## src/design/flash_host_regs.svh

```systemverilog
`ifndef FLASH_HOST_REGS_SVH
`define FLASH_HOST_REGS_SVH
// ------------------------------------------------------------
// clock and frame shapes
// ------------------------------------------------------------
`define CLOCK_PERIOD_NS          50
`define OPCODE_BITS              6'h08
`define ADDR_FRAME_BITS          6'h20
`define LOCK_FRAME_BITS          6'h28
`define LOCK_DOWN_BIT            1
`define WRITE_LOCK_BIT           0
// ------------------------------------------------------------
// opcode defaults, arbitrary values
// ------------------------------------------------------------
`define OP_WRITE_ENABLE          8'h0A
`define OP_LOCK_WRITE            8'h1B
`define OP_PAGE_ERASE            8'h2C
`define OP_SUBSECTOR_ERASE       8'h3D
`define OP_SECTOR_ERASE          8'h4E
`define OP_BULK_ERASE            8'h5F
`define OP_SLEEP                 8'h6A
`define OP_WAKE                  8'h7B
// ------------------------------------------------------------
// timing, in the units named
// ------------------------------------------------------------
`define SELECT_HIGH_TIME_NS      100
`define RESET_PULSE_TIME_NS      200
`define RESET_TO_SELECT_DELAY_US 30
`define SLEEP_ENTRY_DELAY_US     3
`define SLEEP_EXIT_DELAY_US      30
`define PAGE_CLEAR_TIME_US       10000
`define SUBSECTOR_CLEAR_TIME_US  150000
`define SECTOR_CLEAR_TIME_US     1000000
`define WHOLE_ARRAY_CLEAR_TIME_US 10000000
`define NS_CYCLES(t) (((t) + `CLOCK_PERIOD_NS - 1) / `CLOCK_PERIOD_NS)
`define US_CYCLES(t) \
   ((64'd1000 * (t) + `CLOCK_PERIOD_NS - 1) / `CLOCK_PERIOD_NS)
`endif

```

## src/design/flash_host_pkg.sv

```systemverilog
package flash_host_pkg;
   typedef enum logic [2:0] {
      CMD_LOCK_WRITE, CMD_PAGE_ERASE, CMD_SUBSECTOR_ERASE,
      CMD_SECTOR_ERASE, CMD_BULK_ERASE, CMD_SLEEP, CMD_WAKE
   } cmd_t;
   typedef enum logic [2:0] {
      ST_IDLE, ST_SHIFT_WREN, ST_GAP_WREN, ST_SHIFT_CMD, ST_WAIT,
      ST_RST_LOW, ST_RST_WAIT
   } state_t;
   typedef struct packed {
      state_t      st;
      cmd_t        op;
      logic [23:0] addr;
      logic [1:0]  lock;
      logic [31:0] cnt;
      logic        asleep;
      logic        selN;
      logic        rstN;
      logic        start;
      logic        abort;
      logic [5:0]  nBits;
      logic [39:0] frame;
      logic        done;
   } host_state_t;
   typedef struct packed {
      logic        active;
      logic        sclk;
      logic [7:0]  div;
      logic [5:0]  left;
      logic [39:0] sr;
      logic        done;
   } shift_state_t;
endpackage : flash_host_pkg

```

## src/design/flash_host_ctrl.sv

```systemverilog
`timescale 1ns/1ps
`include "flash_host_regs.svh"
// Overview of operation
// write enable precedes lock write and erases
// lock write: opcode, three address, one data
// select rises right after lock data byte
// device clears write latch quickly after lock
// lock byte: zeros, lock-down b1, write-lock b0
// page erase: opcode plus three address bytes
// select rises right after last address byte
// device ignores top five address bits
// device busy during erase, clears latch
// device skips erase of protected page
// device skips sector with protected page
// device rejects commands during internal cycle
// subsector erase accepts any inner address
// reset pin aborts erase, then wait delay
// opcode-only commands, select rises after eight
// device skips bulk erase when anything protected
// select stays low for whole command
// deselect puts idle device in standby
// sleep entered after entry delay
// while asleep only release is sent
// no extra clocks after release opcode
// select held high through release delay
// power-up clears all lock bits
// reset pulse clears all lock bits
// without write latch, device ignores commands; model ignores only lock and erase
module flash_host_ctrl
   import flash_host_pkg::*;
#(
   parameter logic [7:0]  HALF_DIV          = 8'h02,
   parameter logic [7:0]  OP_WRITE_ENABLE   = `OP_WRITE_ENABLE,
   parameter logic [7:0]  OP_LOCK_WRITE     = `OP_LOCK_WRITE,
   parameter logic [7:0]  OP_PAGE_ERASE     = `OP_PAGE_ERASE,
   parameter logic [7:0]  OP_SUBSECTOR_ERASE = `OP_SUBSECTOR_ERASE,
   parameter logic [7:0]  OP_SECTOR_ERASE   = `OP_SECTOR_ERASE,
   parameter logic [7:0]  OP_BULK_ERASE     = `OP_BULK_ERASE,
   parameter logic [7:0]  OP_SLEEP          = `OP_SLEEP,
   parameter logic [7:0]  OP_WAKE           = `OP_WAKE,
   parameter logic [31:0] PAGE_CLEAR_CYCLES =
      32'(`US_CYCLES(`PAGE_CLEAR_TIME_US)),
   parameter logic [31:0] SUBSECTOR_CLEAR_CYCLES =
      32'(`US_CYCLES(`SUBSECTOR_CLEAR_TIME_US)),
   parameter logic [31:0] SECTOR_CLEAR_CYCLES =
      32'(`US_CYCLES(`SECTOR_CLEAR_TIME_US)),
   parameter logic [31:0] WHOLE_ARRAY_CLEAR_CYCLES =
      32'(`US_CYCLES(`WHOLE_ARRAY_CLEAR_TIME_US))
) (
   // clocking
   input  wire logic        clock,
   input  wire logic        nrst,
   input  wire logic        ce,
   // user command port
   input  wire logic        cmdValid,
   output logic             cmdReady,
   input  wire cmd_t        cmdOp,
   input  wire logic [23:0] cmdAddr,
   input  wire logic [1:0]  cmdLock,
   input  wire logic        abortReq,
   output logic             cmdDone,
   output logic             busy,
   output logic             asleep,
   // flash pins
   output logic             selectN,
   output logic             serialClk,
   output logic             serialOut,
   output logic             resetN
);
   // ------------------------------------------------------------
   // short waits
   // ------------------------------------------------------------
   localparam logic [31:0] SEL_HIGH_CYC =
      32'(`NS_CYCLES(`SELECT_HIGH_TIME_NS));
   localparam logic [31:0] RST_PULSE_CYC =
      32'(`NS_CYCLES(`RESET_PULSE_TIME_NS));
   localparam logic [31:0] RST_SEL_CYC =
      32'(`US_CYCLES(`RESET_TO_SELECT_DELAY_US));
   localparam logic [31:0] SLEEP_IN_CYC =
      32'(`US_CYCLES(`SLEEP_ENTRY_DELAY_US));
   localparam logic [31:0] SLEEP_OUT_CYC =
      32'(`US_CYCLES(`SLEEP_EXIT_DELAY_US));

   if (HALF_DIV < 8'h01 || PAGE_CLEAR_CYCLES < SEL_HIGH_CYC ||
       SUBSECTOR_CLEAR_CYCLES < SEL_HIGH_CYC ||
       SECTOR_CLEAR_CYCLES < SEL_HIGH_CYC ||
       WHOLE_ARRAY_CLEAR_CYCLES < SEL_HIGH_CYC) begin : g_chk
      $error("divider or wait counts out of range");
   end

   // ------------------------------------------------------------
   // command decode
   // ------------------------------------------------------------
   function automatic logic needs_wren(input cmd_t op);
      needs_wren = (op != CMD_SLEEP) && (op != CMD_WAKE);
   endfunction : needs_wren

   function automatic logic [7:0] opcode_of(input cmd_t op);
      case (op)
         CMD_LOCK_WRITE:      opcode_of = OP_LOCK_WRITE;
         CMD_PAGE_ERASE:      opcode_of = OP_PAGE_ERASE;
         CMD_SUBSECTOR_ERASE: opcode_of = OP_SUBSECTOR_ERASE;
         CMD_SECTOR_ERASE:    opcode_of = OP_SECTOR_ERASE;
         CMD_BULK_ERASE:      opcode_of = OP_BULK_ERASE;
         CMD_SLEEP:           opcode_of = OP_SLEEP;
         default:             opcode_of = OP_WAKE;
      endcase
   endfunction : opcode_of

   function automatic logic [5:0] bits_of(input cmd_t op);
      case (op)
         CMD_LOCK_WRITE:      bits_of = `LOCK_FRAME_BITS;
         CMD_PAGE_ERASE,
         CMD_SUBSECTOR_ERASE,
         CMD_SECTOR_ERASE:    bits_of = `ADDR_FRAME_BITS;
         default:             bits_of = `OPCODE_BITS;
      endcase
   endfunction : bits_of

   function automatic logic [31:0] wait_of(input cmd_t op);
      case (op)
         CMD_PAGE_ERASE:      wait_of = PAGE_CLEAR_CYCLES;
         CMD_SUBSECTOR_ERASE: wait_of = SUBSECTOR_CLEAR_CYCLES;
         CMD_SECTOR_ERASE:    wait_of = SECTOR_CLEAR_CYCLES;
         CMD_BULK_ERASE:      wait_of = WHOLE_ARRAY_CLEAR_CYCLES;
         CMD_SLEEP:           wait_of = SLEEP_IN_CYC;
         CMD_WAKE:            wait_of = SLEEP_OUT_CYC;
         default:             wait_of = SEL_HIGH_CYC;
      endcase
   endfunction : wait_of

   // ------------------------------------------------------------
   // sequencer
   // ------------------------------------------------------------
   host_state_t s_q;
   host_state_t s_d;
   logic        shDone;

   assign cmdReady = ce && s_q.st == ST_IDLE && !abortReq &&
                     (!s_q.asleep || cmdOp == CMD_WAKE);

   always_comb begin
      s_d = s_q;
      if (ce) begin
         s_d.start = 1'b0;
         s_d.abort = 1'b0;
         s_d.done  = 1'b0;
         if (abortReq && s_q.st != ST_RST_LOW) begin
            // reset pin cuts any running erase short
            s_d.st    = ST_RST_LOW;
            s_d.rstN  = 1'b0;
            s_d.selN  = 1'b1;
            s_d.abort = 1'b1;
            s_d.cnt   = RST_PULSE_CYC;
         end else begin
            case (s_q.st)
               ST_IDLE: begin
                  if (cmdValid && cmdReady) begin
                     s_d.op    = cmdOp;
                     s_d.addr  = cmdAddr;
                     s_d.lock  = cmdLock;
                     s_d.selN  = 1'b0;
                     s_d.start = 1'b1;
                     if (needs_wren(cmdOp)) begin
                        s_d.st    = ST_SHIFT_WREN;
                        s_d.nBits = `OPCODE_BITS;
                        s_d.frame = {OP_WRITE_ENABLE, 32'h00000000};
                     end else begin
                        s_d.st    = ST_SHIFT_CMD;
                        s_d.nBits = bits_of(cmdOp);
                        s_d.frame = {opcode_of(cmdOp), 32'h00000000};
                     end
                  end
               end
               ST_SHIFT_WREN: begin
                  if (shDone) begin
                     s_d.st   = ST_GAP_WREN;
                     s_d.selN = 1'b1;
                     s_d.cnt  = SEL_HIGH_CYC;
                  end
               end
               ST_GAP_WREN: begin
                  if (s_q.cnt == 32'h00000000) begin
                     s_d.st    = ST_SHIFT_CMD;
                     s_d.selN  = 1'b0; // held low to the end
                     s_d.start = 1'b1;
                     s_d.nBits = bits_of(s_q.op);
                     s_d.frame = {opcode_of(s_q.op), s_q.addr,
                                  6'h00, s_q.lock};
                  end else begin
                     s_d.cnt = s_q.cnt - 32'h00000001;
                  end
               end
               ST_SHIFT_CMD: begin
                  if (shDone) begin
                     // rise at once, else the command is dropped
                     s_d.st   = ST_WAIT;
                     s_d.selN = 1'b1;
                     s_d.cnt  = wait_of(s_q.op);
                  end
               end
               ST_WAIT: begin
                  // timed wait instead of polling the busy flag
                  if (s_q.cnt == 32'h00000000) begin
                     s_d.st   = ST_IDLE;
                     s_d.done = 1'b1;
                     if (s_q.op == CMD_SLEEP) begin
                        s_d.asleep = 1'b1;
                     end else if (s_q.op == CMD_WAKE) begin
                        s_d.asleep = 1'b0;
                     end
                  end else begin
                     s_d.cnt = s_q.cnt - 32'h00000001;
                  end
               end
               ST_RST_LOW: begin
                  if (s_q.cnt == 32'h00000000) begin
                     s_d.st   = ST_RST_WAIT;
                     s_d.rstN = 1'b1;
                     s_d.cnt  = RST_SEL_CYC;
                  end else begin
                     s_d.cnt = s_q.cnt - 32'h00000001;
                  end
               end
               ST_RST_WAIT: begin
                  // device comes back in standby
                  if (s_q.cnt == 32'h00000000) begin
                     s_d.st     = ST_IDLE;
                     s_d.asleep = 1'b0;
                     s_d.done   = 1'b1;
                  end else begin
                     s_d.cnt = s_q.cnt - 32'h00000001;
                  end
               end
               default: begin
                  s_d.st = ST_IDLE;
               end
            endcase
         end
      end
   end

   always_ff @(posedge clock or negedge nrst) begin
      if (!nrst) begin
         s_q      <= '0;
         s_q.st   <= ST_IDLE;
         s_q.op   <= CMD_WAKE;
         s_q.selN <= 1'b1;
         s_q.rstN <= 1'b1;
      end else begin
         s_q <= s_d;
      end
   end

   spi_frame_shifter #(
      .HALF_DIV (HALF_DIV)
   ) u_shifter (
      .clock     (clock),
      .nrst      (nrst),
      .ce        (ce),
      .start     (s_q.start),
      // same edge as the select rise, so no clock with select high
      .abort     (s_d.abort),
      .nBits     (s_q.nBits),
      .frame     (s_q.frame),
      .done      (shDone),
      .serialClk (serialClk),
      .serialOut (serialOut)
   );

   assign selectN = s_q.selN;
   assign resetN  = s_q.rstN;
   assign cmdDone = s_q.done;
   assign busy    = s_q.st != ST_IDLE;
   assign asleep  = s_q.asleep;
endmodule : flash_host_ctrl

```

## src/design/spi_frame_shifter.sv

```systemverilog
`timescale 1ns/1ps
module spi_frame_shifter
   import flash_host_pkg::*;
#(
   parameter logic [7:0] HALF_DIV = 8'h02
) (
   // clocking
   input  wire logic        clock,
   input  wire logic        nrst,
   input  wire logic        ce,
   // frame request
   input  wire logic        start,
   input  wire logic        abort,
   input  wire logic [5:0]  nBits,
   input  wire logic [39:0] frame,
   output logic             done,
   // serial pins
   output logic             serialClk,
   output logic             serialOut
);
   if (HALF_DIV < 8'h01) begin : g_chk
      $error("HALF_DIV must be at least one");
   end

   shift_state_t s_q;
   shift_state_t s_d;

   always_comb begin
      s_d = s_q;
      if (ce) begin
         s_d.done = 1'b0;
         if (abort) begin
            s_d.active = 1'b0;
            s_d.sclk   = 1'b0;
         end else if (start) begin
            s_d.active = 1'b1;
            s_d.sclk   = 1'b0;
            s_d.div    = 8'h00;
            s_d.left   = nBits;
            s_d.sr     = frame;
         end else if (s_q.active) begin
            s_d.div = s_q.div + 8'h01;
            if (s_q.div == HALF_DIV - 8'h01) begin
               s_d.div = 8'h00;
               if (!s_q.sclk) begin
                  s_d.sclk = 1'b1;
               end else begin
                  // no clock after the last bit
                  s_d.sclk = 1'b0;
                  s_d.sr   = {s_q.sr[38:0], 1'b0};
                  s_d.left = s_q.left - 6'h01;
                  if (s_q.left == 6'h01) begin
                     s_d.active = 1'b0;
                     s_d.done   = 1'b1;
                  end
               end
            end
         end
      end
   end

   always_ff @(posedge clock or negedge nrst) begin
      if (!nrst) begin
         s_q <= '0;
      end else begin
         s_q <= s_d;
      end
   end

   assign done      = s_q.done;
   assign serialClk = s_q.sclk;
   assign serialOut = s_q.sr[39];
endmodule : spi_frame_shifter

```

## config.mk

```make
export PLATFORM = sky130hd
export DESIGN_NAME = flash_host_ctrl
export DESIGN_NICKNAME = d
export VERILOG_FILES = /design/src/design/flash_host_pkg.sv /design/src/design/flash_host_ctrl.sv /design/src/design/spi_frame_shifter.sv
export VERILOG_INCLUDE_DIRS = /design/src /design/src/design
export SDC_FILE = /design/constraint.sdc
export NUM_CORES = 1
export LEC_CHECK = 0
export ABC_AREA = 1
export ABC_CLOCK_PERIOD_IN_PS = 2900
export BUFFER_PORTS_ARGS = -buffer_cell sky130_fd_sc_hd__buf_4
export CAP_MARGIN = 20
export CORE_UTILIZATION = 45
export DETAILED_ROUTE_END_ITERATION = 8
export PLACE_DENSITY_LB_ADDON = 0.05
export SYNTH_ARGS = -nofsm -noshare
export SYNTH_HDL_FRONTEND = slang
export SYNTH_SLANG_ARGS = --single-unit
```

## constraint.sdc

```tcl
create_clock -name clock -period 2.9 [get_ports clock]
set_clock_uncertainty 0.15 [all_clocks]
set_input_delay 0.145 -clock clock [delete_from_list [all_inputs] [get_ports clock]]
set_output_delay 0.145 -clock clock [all_outputs]
set_load 0.01 [all_outputs]
```

# After elaboration in Yosys (flattened, before gate mapping)
# Index checks and enable logic that the tools add are counted.
# totals
register_bits	173
inputBits	34
out_inout_bits	8
# op_classes
addsub	3
n_eq_ne	36
mux	54
bitwise	2
reduce_logical	40
# op_table
operator	n
$mux W32	6
$pmux W28 S6	1
$mux W46	3
$pmux W32 S4	1
$mux W57	2
$mux W47	2
$pmux W46 S2	1
$pmux W7 S6	2
$mux W56	1
$mux W48	1
$logic_not A32 Y1	1
$sub A32 B1 Y32 const B	1
$eq A3 B3 Y1 const B	9
$pmux W6 S2	2
$ne A3 B3 Y1 const B	7
$reduce_and A5 Y1	4
$mux W1	19
$eq A3 B2 Y1 const B	6
$mux W3	6
$pmux W3 S6	1
$reduce_bool A2 Y1	7
$eq A3 B1 Y1 const B	3
$logic_not A3 Y1	3
$ne A3 B1 Y1 const B	3
23 further kinds	43

# Depth between registers and ports, before layout
# Gate-level depths: netlist of run 1.
# depth
word_depth	11
mapped_depth	13
ltp_nobuf	13

# Modules after synthesis
# Synthesis of run 1 repeated with hierarchy kept, for this count alone.
# unflattened
hier_cells	1229
hier_area_um2	8824.7
# modules_own_cells
mod	n_inst	cells_each	area_each_um2
flash_host_ctrl	1	782	5652.9
spi_frame_shifter	1	447	3171.8

# Least setup slack after synthesis of run 1
# Ideal clock, no wire load.
# synth_timing
path_kind	register to register
start	reg s_q[52] in the netlist's numbering
end	reg s_q[24] in the netlist's numbering
t_arrival_ns	1.802
required_time_ns	2.633
setup_slack_ns	0.831
stages_incl_launch_ff	14
synth_period_minus_slack_ns	2.069
path_cell_list	dfrtp_1 > inv_1 > ha_1 > nand2_1 > nor2_1 > nand2_1 > nor2_1 > nand2_1 > o21ai_4 > nand3_1 > buf_2 > buf_6 > nand2_1 > nand2_1
# synth_between
elab_chain_cells	3
# synth_rtl
element	line	rtl
from (decl)	flash_host_ctrl.sv:135	host_state_t s_q;
$logic_not A32 Y1	flash_host_ctrl.sv:183	if (s_q.cnt == 32'h00000000) begin
$ne A2 B2 Y1 (no line)	--	
$reduce_and A5 Y1 (no line)	--	
# No other way between the ends.
# A chain may end at the register's enable or synchronous reset.

# Final worst setup path of run 1
# layout_timing
start	reg s_q[113] in the netlist's numbering
end	reg s_q[71] in the netlist's numbering
# layout_between
elab_chain_cells	4
word_cells_on_any_way	16
# layout_rtl
element	line	rtl
$eq A3 B3 Y1 (tied with other cells)	flash_host_ctrl.sv:156	case (s_q.st)
$reduce_or A3 Y1 (no line) / $logic_and A1 B1 Y1 (equally long branches)	--	
$ne A3 B3 Y1 (no line) (tied with other cells)	--	
$reduce_and A5 Y1 (no line) / $mux W32 (equally long branches)	--	
# Parallel ways exist; a longest one is shown, timed or not.

==> out/metrics.yaml, run 1 <==
drtPass1Iterations: 7
status: "finished with violations"
synth_area_leaders: "dfrtp_1 46%, nand2_1 19%, nand3_1 6.9%, nor2_1 4.8%, inv_1 3.5%"
async_flop_share_pct: 100
maxCapViolations: 0
synth_mux_area_share_pct: 0
numClockSinks: 161
setup_viol: 0
synth_xor_area_share_pct: 2.69
cellPowerDensity_nw_per_um2: 1020
yosysTopAreaCellShare_pct: 46.5
io_buffer_count: 41
synthAdderAreaFrac_pct: 0.888
drive_above_1_share_pct: 10.3
antenna_found_initial: 0
ir_drop_uv: 516
finalCritPeriodShare_pct: 86.9
synth_area_leader_cell: "dfrtp_1"
critical_path.startpoint_type: "register"
core_area_sq_um: 18200
avgSynthCellArea_sq_um: 7.49
synth_top_family_by_area: "simple AND/OR/NAND/NOR gates"
finalHoldViolations: 0
postCtsSetupBuffers: 0
cts_root_buf: "clkbuf_16"
synth_warnings: 0
h-tree-depth: 4
relSlewSlack_pct: 46.3
rr_worst_depth: 10
drc: 2
routedWlPerCell_microns: 14.7
clock_latency_ns: 0.43
holdPathStages: 5
worst-endpoint-required_ns: 3.09
worst_pin_slew_ns: 0.804
synth_fp_nets: 1168
worst_r2r_endpoint: "s_q[71]$_DFFE_PN0P_"
worstSetupEndpointType: "register"
synth-main-ff-cell: "dfrtp_1"
dp_hpwl_microns: 14500
rows: 49
ys_types: 39
synth-edff-count: 0
final_util_pct: 54.6
hp-class: "input pin to register"
leakage_nw: 5.29
finalWeightedCongestion: 0.883
grt_pass1_vias: 6976
path_clk_slew_ns: 0.06
setup_tns_ns: 0
period_needed_ns: 2.52
cts_tree: "built"
nets: 1237
cp-endpoint: "s_q[71]$_DFFE_PN0P_"
synth_compound_area_share_pct: 5.54
ys_seq_area_share_pct: 47.7
synth_area_sq_um: 8450
grt_remaining_overflow: 0
routed_via_density: 5.11
cts_buffer_depth: 2
drt_iter0_drc: 502
critPathKind: "register to register"
synth_simple_gate_area_share_pct: 36.6
synth_common_cells: "428 x nand2_1, 157 x dfrtp_1, 116 x nand3_1"
via_count: 7353
r2r_start: "s_q[113]$_DFFE_PN0P_"
violations: "DRC"
synth_cells: 1128
area_growth_pct: 17.5
die_h_microns: 139
die_area_sq_um: 19300
start_util_pct: 46.4
grt_pass1_wl_microns: 35700
die_x_microns: 139
worstPathMaxFanout: 16
wirelength_microns: 21200
arrival_ns: 2.71
io_pins: 42
synth_most_common_cell: "nand2_1"
rrSetupSlack_ns: 0.38
final_area_sq_um: 9930
antenna_left: 0
crit_start: "s_q[113]$_DFFE_PN0P_"
diodes: 0
grt_max_degree: 95
fmax_mhz: 397
grt_use_total_pct: 23.3
placed_cell_area_sq_um: 9010
grt_setup_unrepaired: "no"
numCtsBuffers: 17
yosys_register_bits: 161
maxSlewViolCount: 0
## cell families (layout without fill, tap and decap cells)
| logic type | count (synthesis) | after routing |
|---|---|---|
| XOR/XNOR | 26 | 26 |
| buffers and inverters | 129 | 210 |
| AO/OA/AOI/OAI | 77 | 77 |
| adder cells (fa/ha/maj) | 6 | 6 |
| AND/OR/NAND/NOR | 729 | 729 |
| flip-flops | 161 | 161 |
## power breakdown
group	switching, mW	internal, mW	total [mW]
Sequential	0.501	2.81	3.31
Clock	0.983	1.39	2.38
Combinational	2.90	1.50	4.40
Total	4.38	5.71	10.1
## worst min path at each step
stage | startpoint | endpoint | slack, ns
after floorplan | nrst | asleep$_DFFE_PN0P_ | -0.30
final | abortReq | s_q[115]$_DFFE_PN0P_ | 0.03
after global routing | cmdValid | s_q[114]$_DFFE_PN0P_ | 0.05
after global placement | nrst | u_shifter.s_q[50]$_DFFE_PN0P_ | -0.07
after detailed placement | nrst | u_shifter.s_q[50]$_DFFE_PN0P_ | -0.07
after CTS | abortReq | s_q[115]$_DFFE_PN0P_ | 0.02
## per-stage QoR
stage	setup WS (ns)	cells	hold WS [ns]	power [mW]
2_1_floorplan	0.831	1128	-0.301	6.44
3_3_place_gp	0.204	1376	-0.0720	7.68
3_5_place_dp	0.175	1376	-0.0716	7.69
4_1_cts	0.146	1438	0.0201	10.1
5_1_grt	0.115	1438	0.0490	10.9
6_report	0.380	1438	0.0343	10.1
## registers in the layout (all words and copies together) (netlist names)
signal and flops:
s_q 100, u_shifter.s_q 54, asleep 1, cmdDone 1
resetN 1, selectN 1, u_shifter.done 1, u_shifter.serialClk 1
u_shifter.serialOut 1
## cells in the final DEF, fill, tap and decap left out, types with 2 or more instances in the layout
cell type,instances
nor2_1,108
inv_2,5
nor3_1,11
o21ai_1,3
a21oi_1,12
or2_2,2
nor2_2,4
nand3_2,2
nand2_1,428
nand3_1,116
dlygate4sd3_1,31
nand4_1,47
xor2_1,16
xnor2_1,10
inv_6,4
buf_12,2
bufinv_16,3
buf_4,59
clkinv_1,2
o31ai_1,3
nand2_2,4
inv_8,2
o21a_1,3
o22ai_1,3
o21ai_0,40
a21oi_4,2
clkbuf_16,17
clkinvlp_4,3
dfrtp_1,157
o211ai_1,5
dfstp_2,4
ha_1,6
and2_1,2
o21ai_2,2
inv_1,79
## what timing repair did
action                                  in CTS  in global routing
resized for setup                            0                  1
hold buffers                                31                  0
endpoints found under the setup margin       0                 10
endpoints found under the hold margin      195                  0
## metal layers
metal / vias to the layer above / track usage, % / wire, microns
li1: 3763 / - / -
met1: 3456 / 33.6 / 10600
met2: 118 / 36.5 / 9690
met3: 16 / 3.31 / 659
met4: 0 / 6.55 / 223
met5: - / 0 / 0
## critical path, stage by stage (launching register included)
cell and delay [ns]:
dfrtp_1 0.48, inv_2 0.11, nor2_2 0.10, nand2_2 0.08
nand2_2 0.20, inv_1 0.12, nor2_2 0.21, nand3_1 0.19
inv_1 0.48, nand2_1 0.13, o21ai_0 0.18
## cell type report
type / count / area [sq um]
Clock buffer: 18 / 439
Tap cell: 229 / 287
Sequential cell: 161 / 4030
Timing Repair Buffer: 93 / 805
Inverter: 86 / 323
Multi-Input combinational cell: 838 / 3870
Fill cell: 1821 / 8270
Clock inverter: 13 / 175
(Power assumes the default switching activity.)
==> run 2: changes to the inputs <==
--- a/config.mk
+++ b/config.mk
@@ -13,6 +13,7 @@
 export CORE_UTILIZATION = 45
 export DETAILED_ROUTE_END_ITERATION = 8
 export PLACE_DENSITY_LB_ADDON = 0.05
+export RECOVER_POWER = 25
 export SYNTH_ARGS = -nofsm -noshare
 export SYNTH_HDL_FRONTEND = slang
 export SYNTH_SLANG_ARGS = --single-unit
==> run 2 against run 1 <==
  * The run ends with DRC, capacitance limit, slew limit left
  * First-iteration DRC count up 0.40%
  * Sequential share of layout area about the same
  * Flip-flop and latch count unchanged
  * Via count up 0.11%
  * Sequential power about the same
  * Fmax about the same
  * Non-clock buffer count unchanged
  * Count of clock-buffer cells in the layout unchanged
  * Critical endpoint unchanged
  * Highest routed layer unchanged
==> out/metrics.yaml, run 2 (same netlist as run 1, synthesis figures left out) <==
status: "finished with violations"
violations: "DRC, capacitance limit, slew limit"
switching_share_pct: 43.5
h-tree-depth: 4
setup_tns_ns: 0
largest_register_ffs: 100
dp_hpwl_microns: 14500
grt_use_total_pct: 23.3
leakage_nw: 5.29
maxCapViolations: 1
die_area_sq_um: 19300
worstSetupEndpointType: "register"
grt_max_degree: 95
period_needed_ns: 2.52
cts_buffer_depth: 2
final_cell_mix: "428 x nand2_1, 157 x dfrtp_1, 116 x nand3_1, 108 x nor2_1, 79 x inv_1"
numCtsBuffers: 17
antenna_found_initial: 0
arrival_ns: 2.72
switchingPower_mw: 4.39
routedWlPerCell_microns: 14.8
top_register: "s_q"
layout_commonest_cell: "nand2_1"
share_comb_of_total_power_pct: 43.6
start_util_pct: 46.4
cts_tree: "built"
hp-class: "input pin to register"
relSlewSlack_pct: -29.5
path_clk_slew_ns: 0.06
setup_viol: 0
routed_via_density: 5.12
hold_slack_ns: 0.0348
worstPathMaxFanout: 16
area_growth_pct: 17.4
die_x_microns: 139
fmax_mhz: 397
ir_drop_uv: 516
clock_latency_ns: 0.43
worst-endpoint-required_ns: 3.09
critPathKind: "register to register"
finalCritPeriodShare_pct: 86.9
grt_remaining_overflow: 0
finalWeightedCongestion: 0.883
drc: 2
clkPwrFrac_pct: 23.6
via_count: 7361
top_regs: "s_q x100, u_shifter.s_q x54"
pre_cts_ws_ns: 0.175
setup_ws_ns: 0.379
drive_above_1_share_pct: 10.1
cellPowerDensity_nw_per_um2: 1020
grt_pass1_wl_microns: 35700
antenna_left: 0
finalHoldViolations: 0
rows: 49
critical_path.startpoint_type: "register"
nets: 1237
seqPwrFrac_pct: 32.8
grt_pass1_vias: 6976
die_h_microns: 139
cts_root_buf: "clkbuf_16"
drt_iter0_drc: 504
worst_pin_slew_ns: 1.94
diodes: 0
maxSlewViolCount: 38
io_pins: 42
placed_cell_area_sq_um: 9010
io_buffer_count: 41
grt_setup_unrepaired: "no"
numClockSinks: 161
core_area_sq_um: 18200
p_int_mw: 5.71
fin_total_pwr_mw: 10.1
final_area_sq_um: 9930
drtPass1Iterations: 7
wirelength_microns: 21200
-- run 2: cell types whose count changed in the layout (fill, tap and decap cells not counted) --
cell             before  now
clkbuf_2              0    1
clkbuf_1              0    1
clkdlybuf4s25_1       0    1
buf_4                59   57
buf_6                 1    0
-- run 2: area by class of cell --
type / instances / area, sq um
Clock buffer: 18 / 439
Clock inverter: 13 / 175
Fill cell: 1821 / 8280
Inverter: 86 / 323
Multi-Input combinational cell: 838 / 3870
Sequential cell: 161 / 4030
Tap cell: 229 / 287
Timing Repair Buffer: 93 / 797
-- run 2: through the flow --
stage | std cells | util [%]
detailed placement | 1376 | 49.5
global route | 1438 | 54.5
floorplan | 1128 | -
finish | 1438 | 54.5
CTS | 1438 | 54.5
global placement | 1376 | 49.5
-- run 2: worst paths after layout --
path                            depth (start not counted)                       startpoint  slack (ns)                               to
worst max register to register                         10             s_q[113]$_DFFE_PN0P_        0.38              s_q[71]$_DFFE_PN0P_
worst min-delay path                                    5                         abortReq        0.03             s_q[115]$_DFFE_PN0P_
worst max-delay path                                   10             s_q[113]$_DFFE_PN0P_        0.38              s_q[71]$_DFFE_PN0P_
worst min register to register                          2  u_shifter.serialOut$_DFFE_PN0P_        0.32  u_shifter.serialOut$_DFFE_PN0P_
max in group asynchronous                               3                             nrst        0.45             s_q[111]$_DFFE_PN1P_
min in group asynchronous                               2                             nrst        0.83    u_shifter.s_q[50]$_DFFE_PN0P_
-- run 2: critical path, cell delays in order, from the launching register on --
cell and delay (ns):
dfrtp_1 0.48, inv_2 0.11, nor2_2 0.10, nand2_2 0.08
nand2_2 0.20, inv_1 0.12, nor2_2 0.21, nand3_1 0.19
inv_1 0.48, nand2_1 0.13, o21ai_0 0.18
-- run 2: power groups by stage --
stage / clock network (mW) / registers (mW) / logic [mW]
3_3_place_gp: 0 / 3.33 / 4.35
6_report: 2.38 / 3.31 / 4.40
3_5_place_dp: 0 / 3.34 / 4.34
5_1_grt: 2.51 / 3.39 / 5.01
4_1_cts: 2.43 / 3.31 / 4.40
2_1_floorplan: 0 / 3.18 / 3.26
-- run 2: repair_timing --
action | 4_1_cts | 5_1_grt
setup buffers | 0 | 0
endpoints found under the setup margin | 0 | 10
hold endpoints to repair | 195 | 0
hold buffers | 31 | 0
gates resized for setup | 0 | 1
-- run 2: per-layer routing --
layer	vias up	global-route usage, %	routed length, microns
li1	3764	-	-
met1	3474	33.6	10600
met2	107	36.5	9720
met3	16	3.31	641
met4	0	6.55	223
met5	-	0	0
==> run 3: changes to the inputs <==
--- a/config.mk
+++ b/config.mk
@@ -7,7 +7,7 @@
 export NUM_CORES = 1
 export LEC_CHECK = 0
 export ABC_AREA = 1
-export ABC_CLOCK_PERIOD_IN_PS = 2900
+export ABC_CLOCK_PERIOD_IN_PS = 2500
 export BUFFER_PORTS_ARGS = -buffer_cell sky130_fd_sc_hd__buf_4
 export CAP_MARGIN = 20
 export CORE_UTILIZATION = 45
==> constraint.sdc (replaced) <==
create_clock -name clock -period 2.5 [get_ports clock]
set_clock_uncertainty 0.15 [all_clocks]
set_input_delay 0.125 -clock clock [delete_from_list [all_inputs] [get_ports clock]]
set_output_delay 0.125 -clock clock [all_outputs]
set_load 0.01 [all_outputs]
==> run 3 against run 2 <==
  * The run still ends with DRC, capacitance limit, slew limit left
  * First-iteration DRC count down 6.3%
  * Sequential share of layout area down 0.48 points
  * Count of clock-buffer cells in the layout down 1
  * Flip-flop and latch count unchanged
  * Hold slack worse by 0.011 ns
  * Critical endpoint is now s_q[109]$_DFFE_PN0P_
  * Largest cell class unchanged
==> out/metrics.yaml, run 3 (same netlist as run 1, synthesis figures left out) <==
status: "finished with violations"
violations: "DRC, capacitance limit, slew limit"
worstSetupEndpointType: "register"
rows: 49
cts_root_buf: "clkbuf_16"
cts_tree: "built"
maxCapViolations: 1
fmax_mhz: 434
final_area_sq_um: 10000
grt_use_total_pct: 23.8
cts_buffer_depth: 2
arrival_ns: 2.53
setup_ws_ns: 0.194
period_needed_ns: 2.31
top_regs: "s_q x100, u_shifter.s_q x54"
worstPathMaxFanout: 16
hp-class: "input pin to register"
hold_slack_ns: 0.0235
io_pins: 42
grt_remaining_overflow: 0
h-tree-depth: 4
layout_commonest_cell: "nand2_1"
grt_setup_unrepaired: "no"
leakage_nw: 5.35
dp_hpwl_microns: 14600
top_register: "s_q"
finalCritPeriodShare_pct: 92.2
setup_viol: 0
ir_drop_uv: 568
io_buffer_count: 41
grt_pass1_wl_microns: 36600
finalWeightedCongestion: 0.916
worst-endpoint-required_ns: 2.72
wirelength_microns: 21500
placed_cell_area_sq_um: 9130
die_x_microns: 139
routedWlPerCell_microns: 14.8
antenna_left: 0
diodes: 0
path_clk_slew_ns: 0.07
final_util_pct: 55.2
nets: 1249
die_h_microns: 139
worst_pin_slew_ns: 1.71
clock_latency_ns: 0.44
setup_tns_ns: 0
numClockSinks: 161
via_count: 7383
drc: 2
antenna_found_initial: 0
critPathKind: "register to register"
final_cell_mix: "428 x nand2_1, 157 x dfrtp_1, 116 x nand3_1, 108 x nor2_1, 79 x inv_1"
grt_max_degree: 64
drtPass1Iterations: 7
core_area_sq_um: 18200
relSlewSlack_pct: -14.0
maxSlewViolCount: 62
area_growth_pct: 18.8
critical_path.startpoint_type: "register"
finalHoldViolations: 0
start_util_pct: 46.4
drive_above_1_share_pct: 11.2
cellPowerDensity_nw_per_um2: 1170
drt_iter0_drc: 472
grt_pass1_vias: 7276
pre_cts_ws_ns: 0.0877
largest_register_ffs: 100
routed_via_density: 5.09
die_area_sq_um: 19300
numCtsBuffers: 17
-- run 3: cell count changes in the layout (fill, tap and decap cells not counted), sizes merged --
cell	previous run	this run
clkdlybuf4s25	1	0
bufinv	3	0
buf	59	73
inv	90	91
clkinvlp	3	1
clkinv	3	9
clkbuf	20	18
-- run 3: final timing paths --
| check | from | endpoint | cells after the start | slack (ns) |
|---|---|---|---|---|
| setup / recovery | s_q[114]$_DFFE_PN0P_ | s_q[109]$_DFFE_PN0P_ | 9 | 0.19 |
| hold / removal | cmdValid | s_q[114]$_DFFE_PN0P_ | 5 | 0.02 |
| setup reg to reg | s_q[114]$_DFFE_PN0P_ | s_q[109]$_DFFE_PN0P_ | 9 | 0.19 |
| hold reg to reg | s_q[16]$_DFFE_PN0P_ | s_q[16]$_DFFE_PN0P_ | 2 | 0.32 |
| max in group asynchronous | nrst | s_q[24]$_DFFE_PN0P_ | 3 | 0.49 |
| min in group asynchronous | nrst | u_shifter.s_q[49]$_DFFE_PN0P_ | 2 | 0.53 |
-- run 3: worst max-delay path: stages (launching register included) --
cell	delay [ns]
dfrtp_1	0.47
nor2_1	0.21
nand2_2	0.16
nor3_2	0.25
nand3_2	0.29
buf_4	0.30
clkinv_1	0.07
buf_4	0.19
nand2_1	0.08
nand2_1	0.07
-- run 3: routing by layer --
metal	global-route usage, %	routed length (microns)	up-vias
li1	-	-	3788
met1	33.3	10600	3451
met2	37.9	9890	124
met3	4.11	706	20
met4	6.73	291	0
met5	0	0	-
-- run 3: layout make-up --
cell class,instances,area (sq um)
Timing Repair Buffer,105,930
Multi-Input combinational cell,838,3880
Clock inverter,15,165
Sequential cell,161,4030
Tap cell,229,287
Fill cell,1748,8160
Clock buffer,17,425
Inverter,86,325
-- run 3: power by group --
part	total (mW)	switching, mW	internal, mW	leakage, nW
registers	3.84	0.584	3.26	2.15
clock network	2.58	1.24	1.34	0.284
logic	5.30	3.44	1.87	2.92
total	11.7	5.26	6.46	5.35
-- run 3: what timing repair did --
action	4_1_cts	5_1_grt
buffers inserted	0	1
setup endpoints to repair	0	39
hold buffers	31	0
gates resized for setup	0	5
endpoints found under the hold margin	97	0
-- run 3: per-stage QoR --
| step | cells | power (mW) |
|---|---|---|
| detailed placement | 1387 | 9.03 |
| floorplan | 1128 | 7.48 |
| global route | 1451 | 12.7 |
| CTS | 1450 | 11.7 |
| global placement | 1387 | 9.05 |
| finish | 1451 | 11.7 |
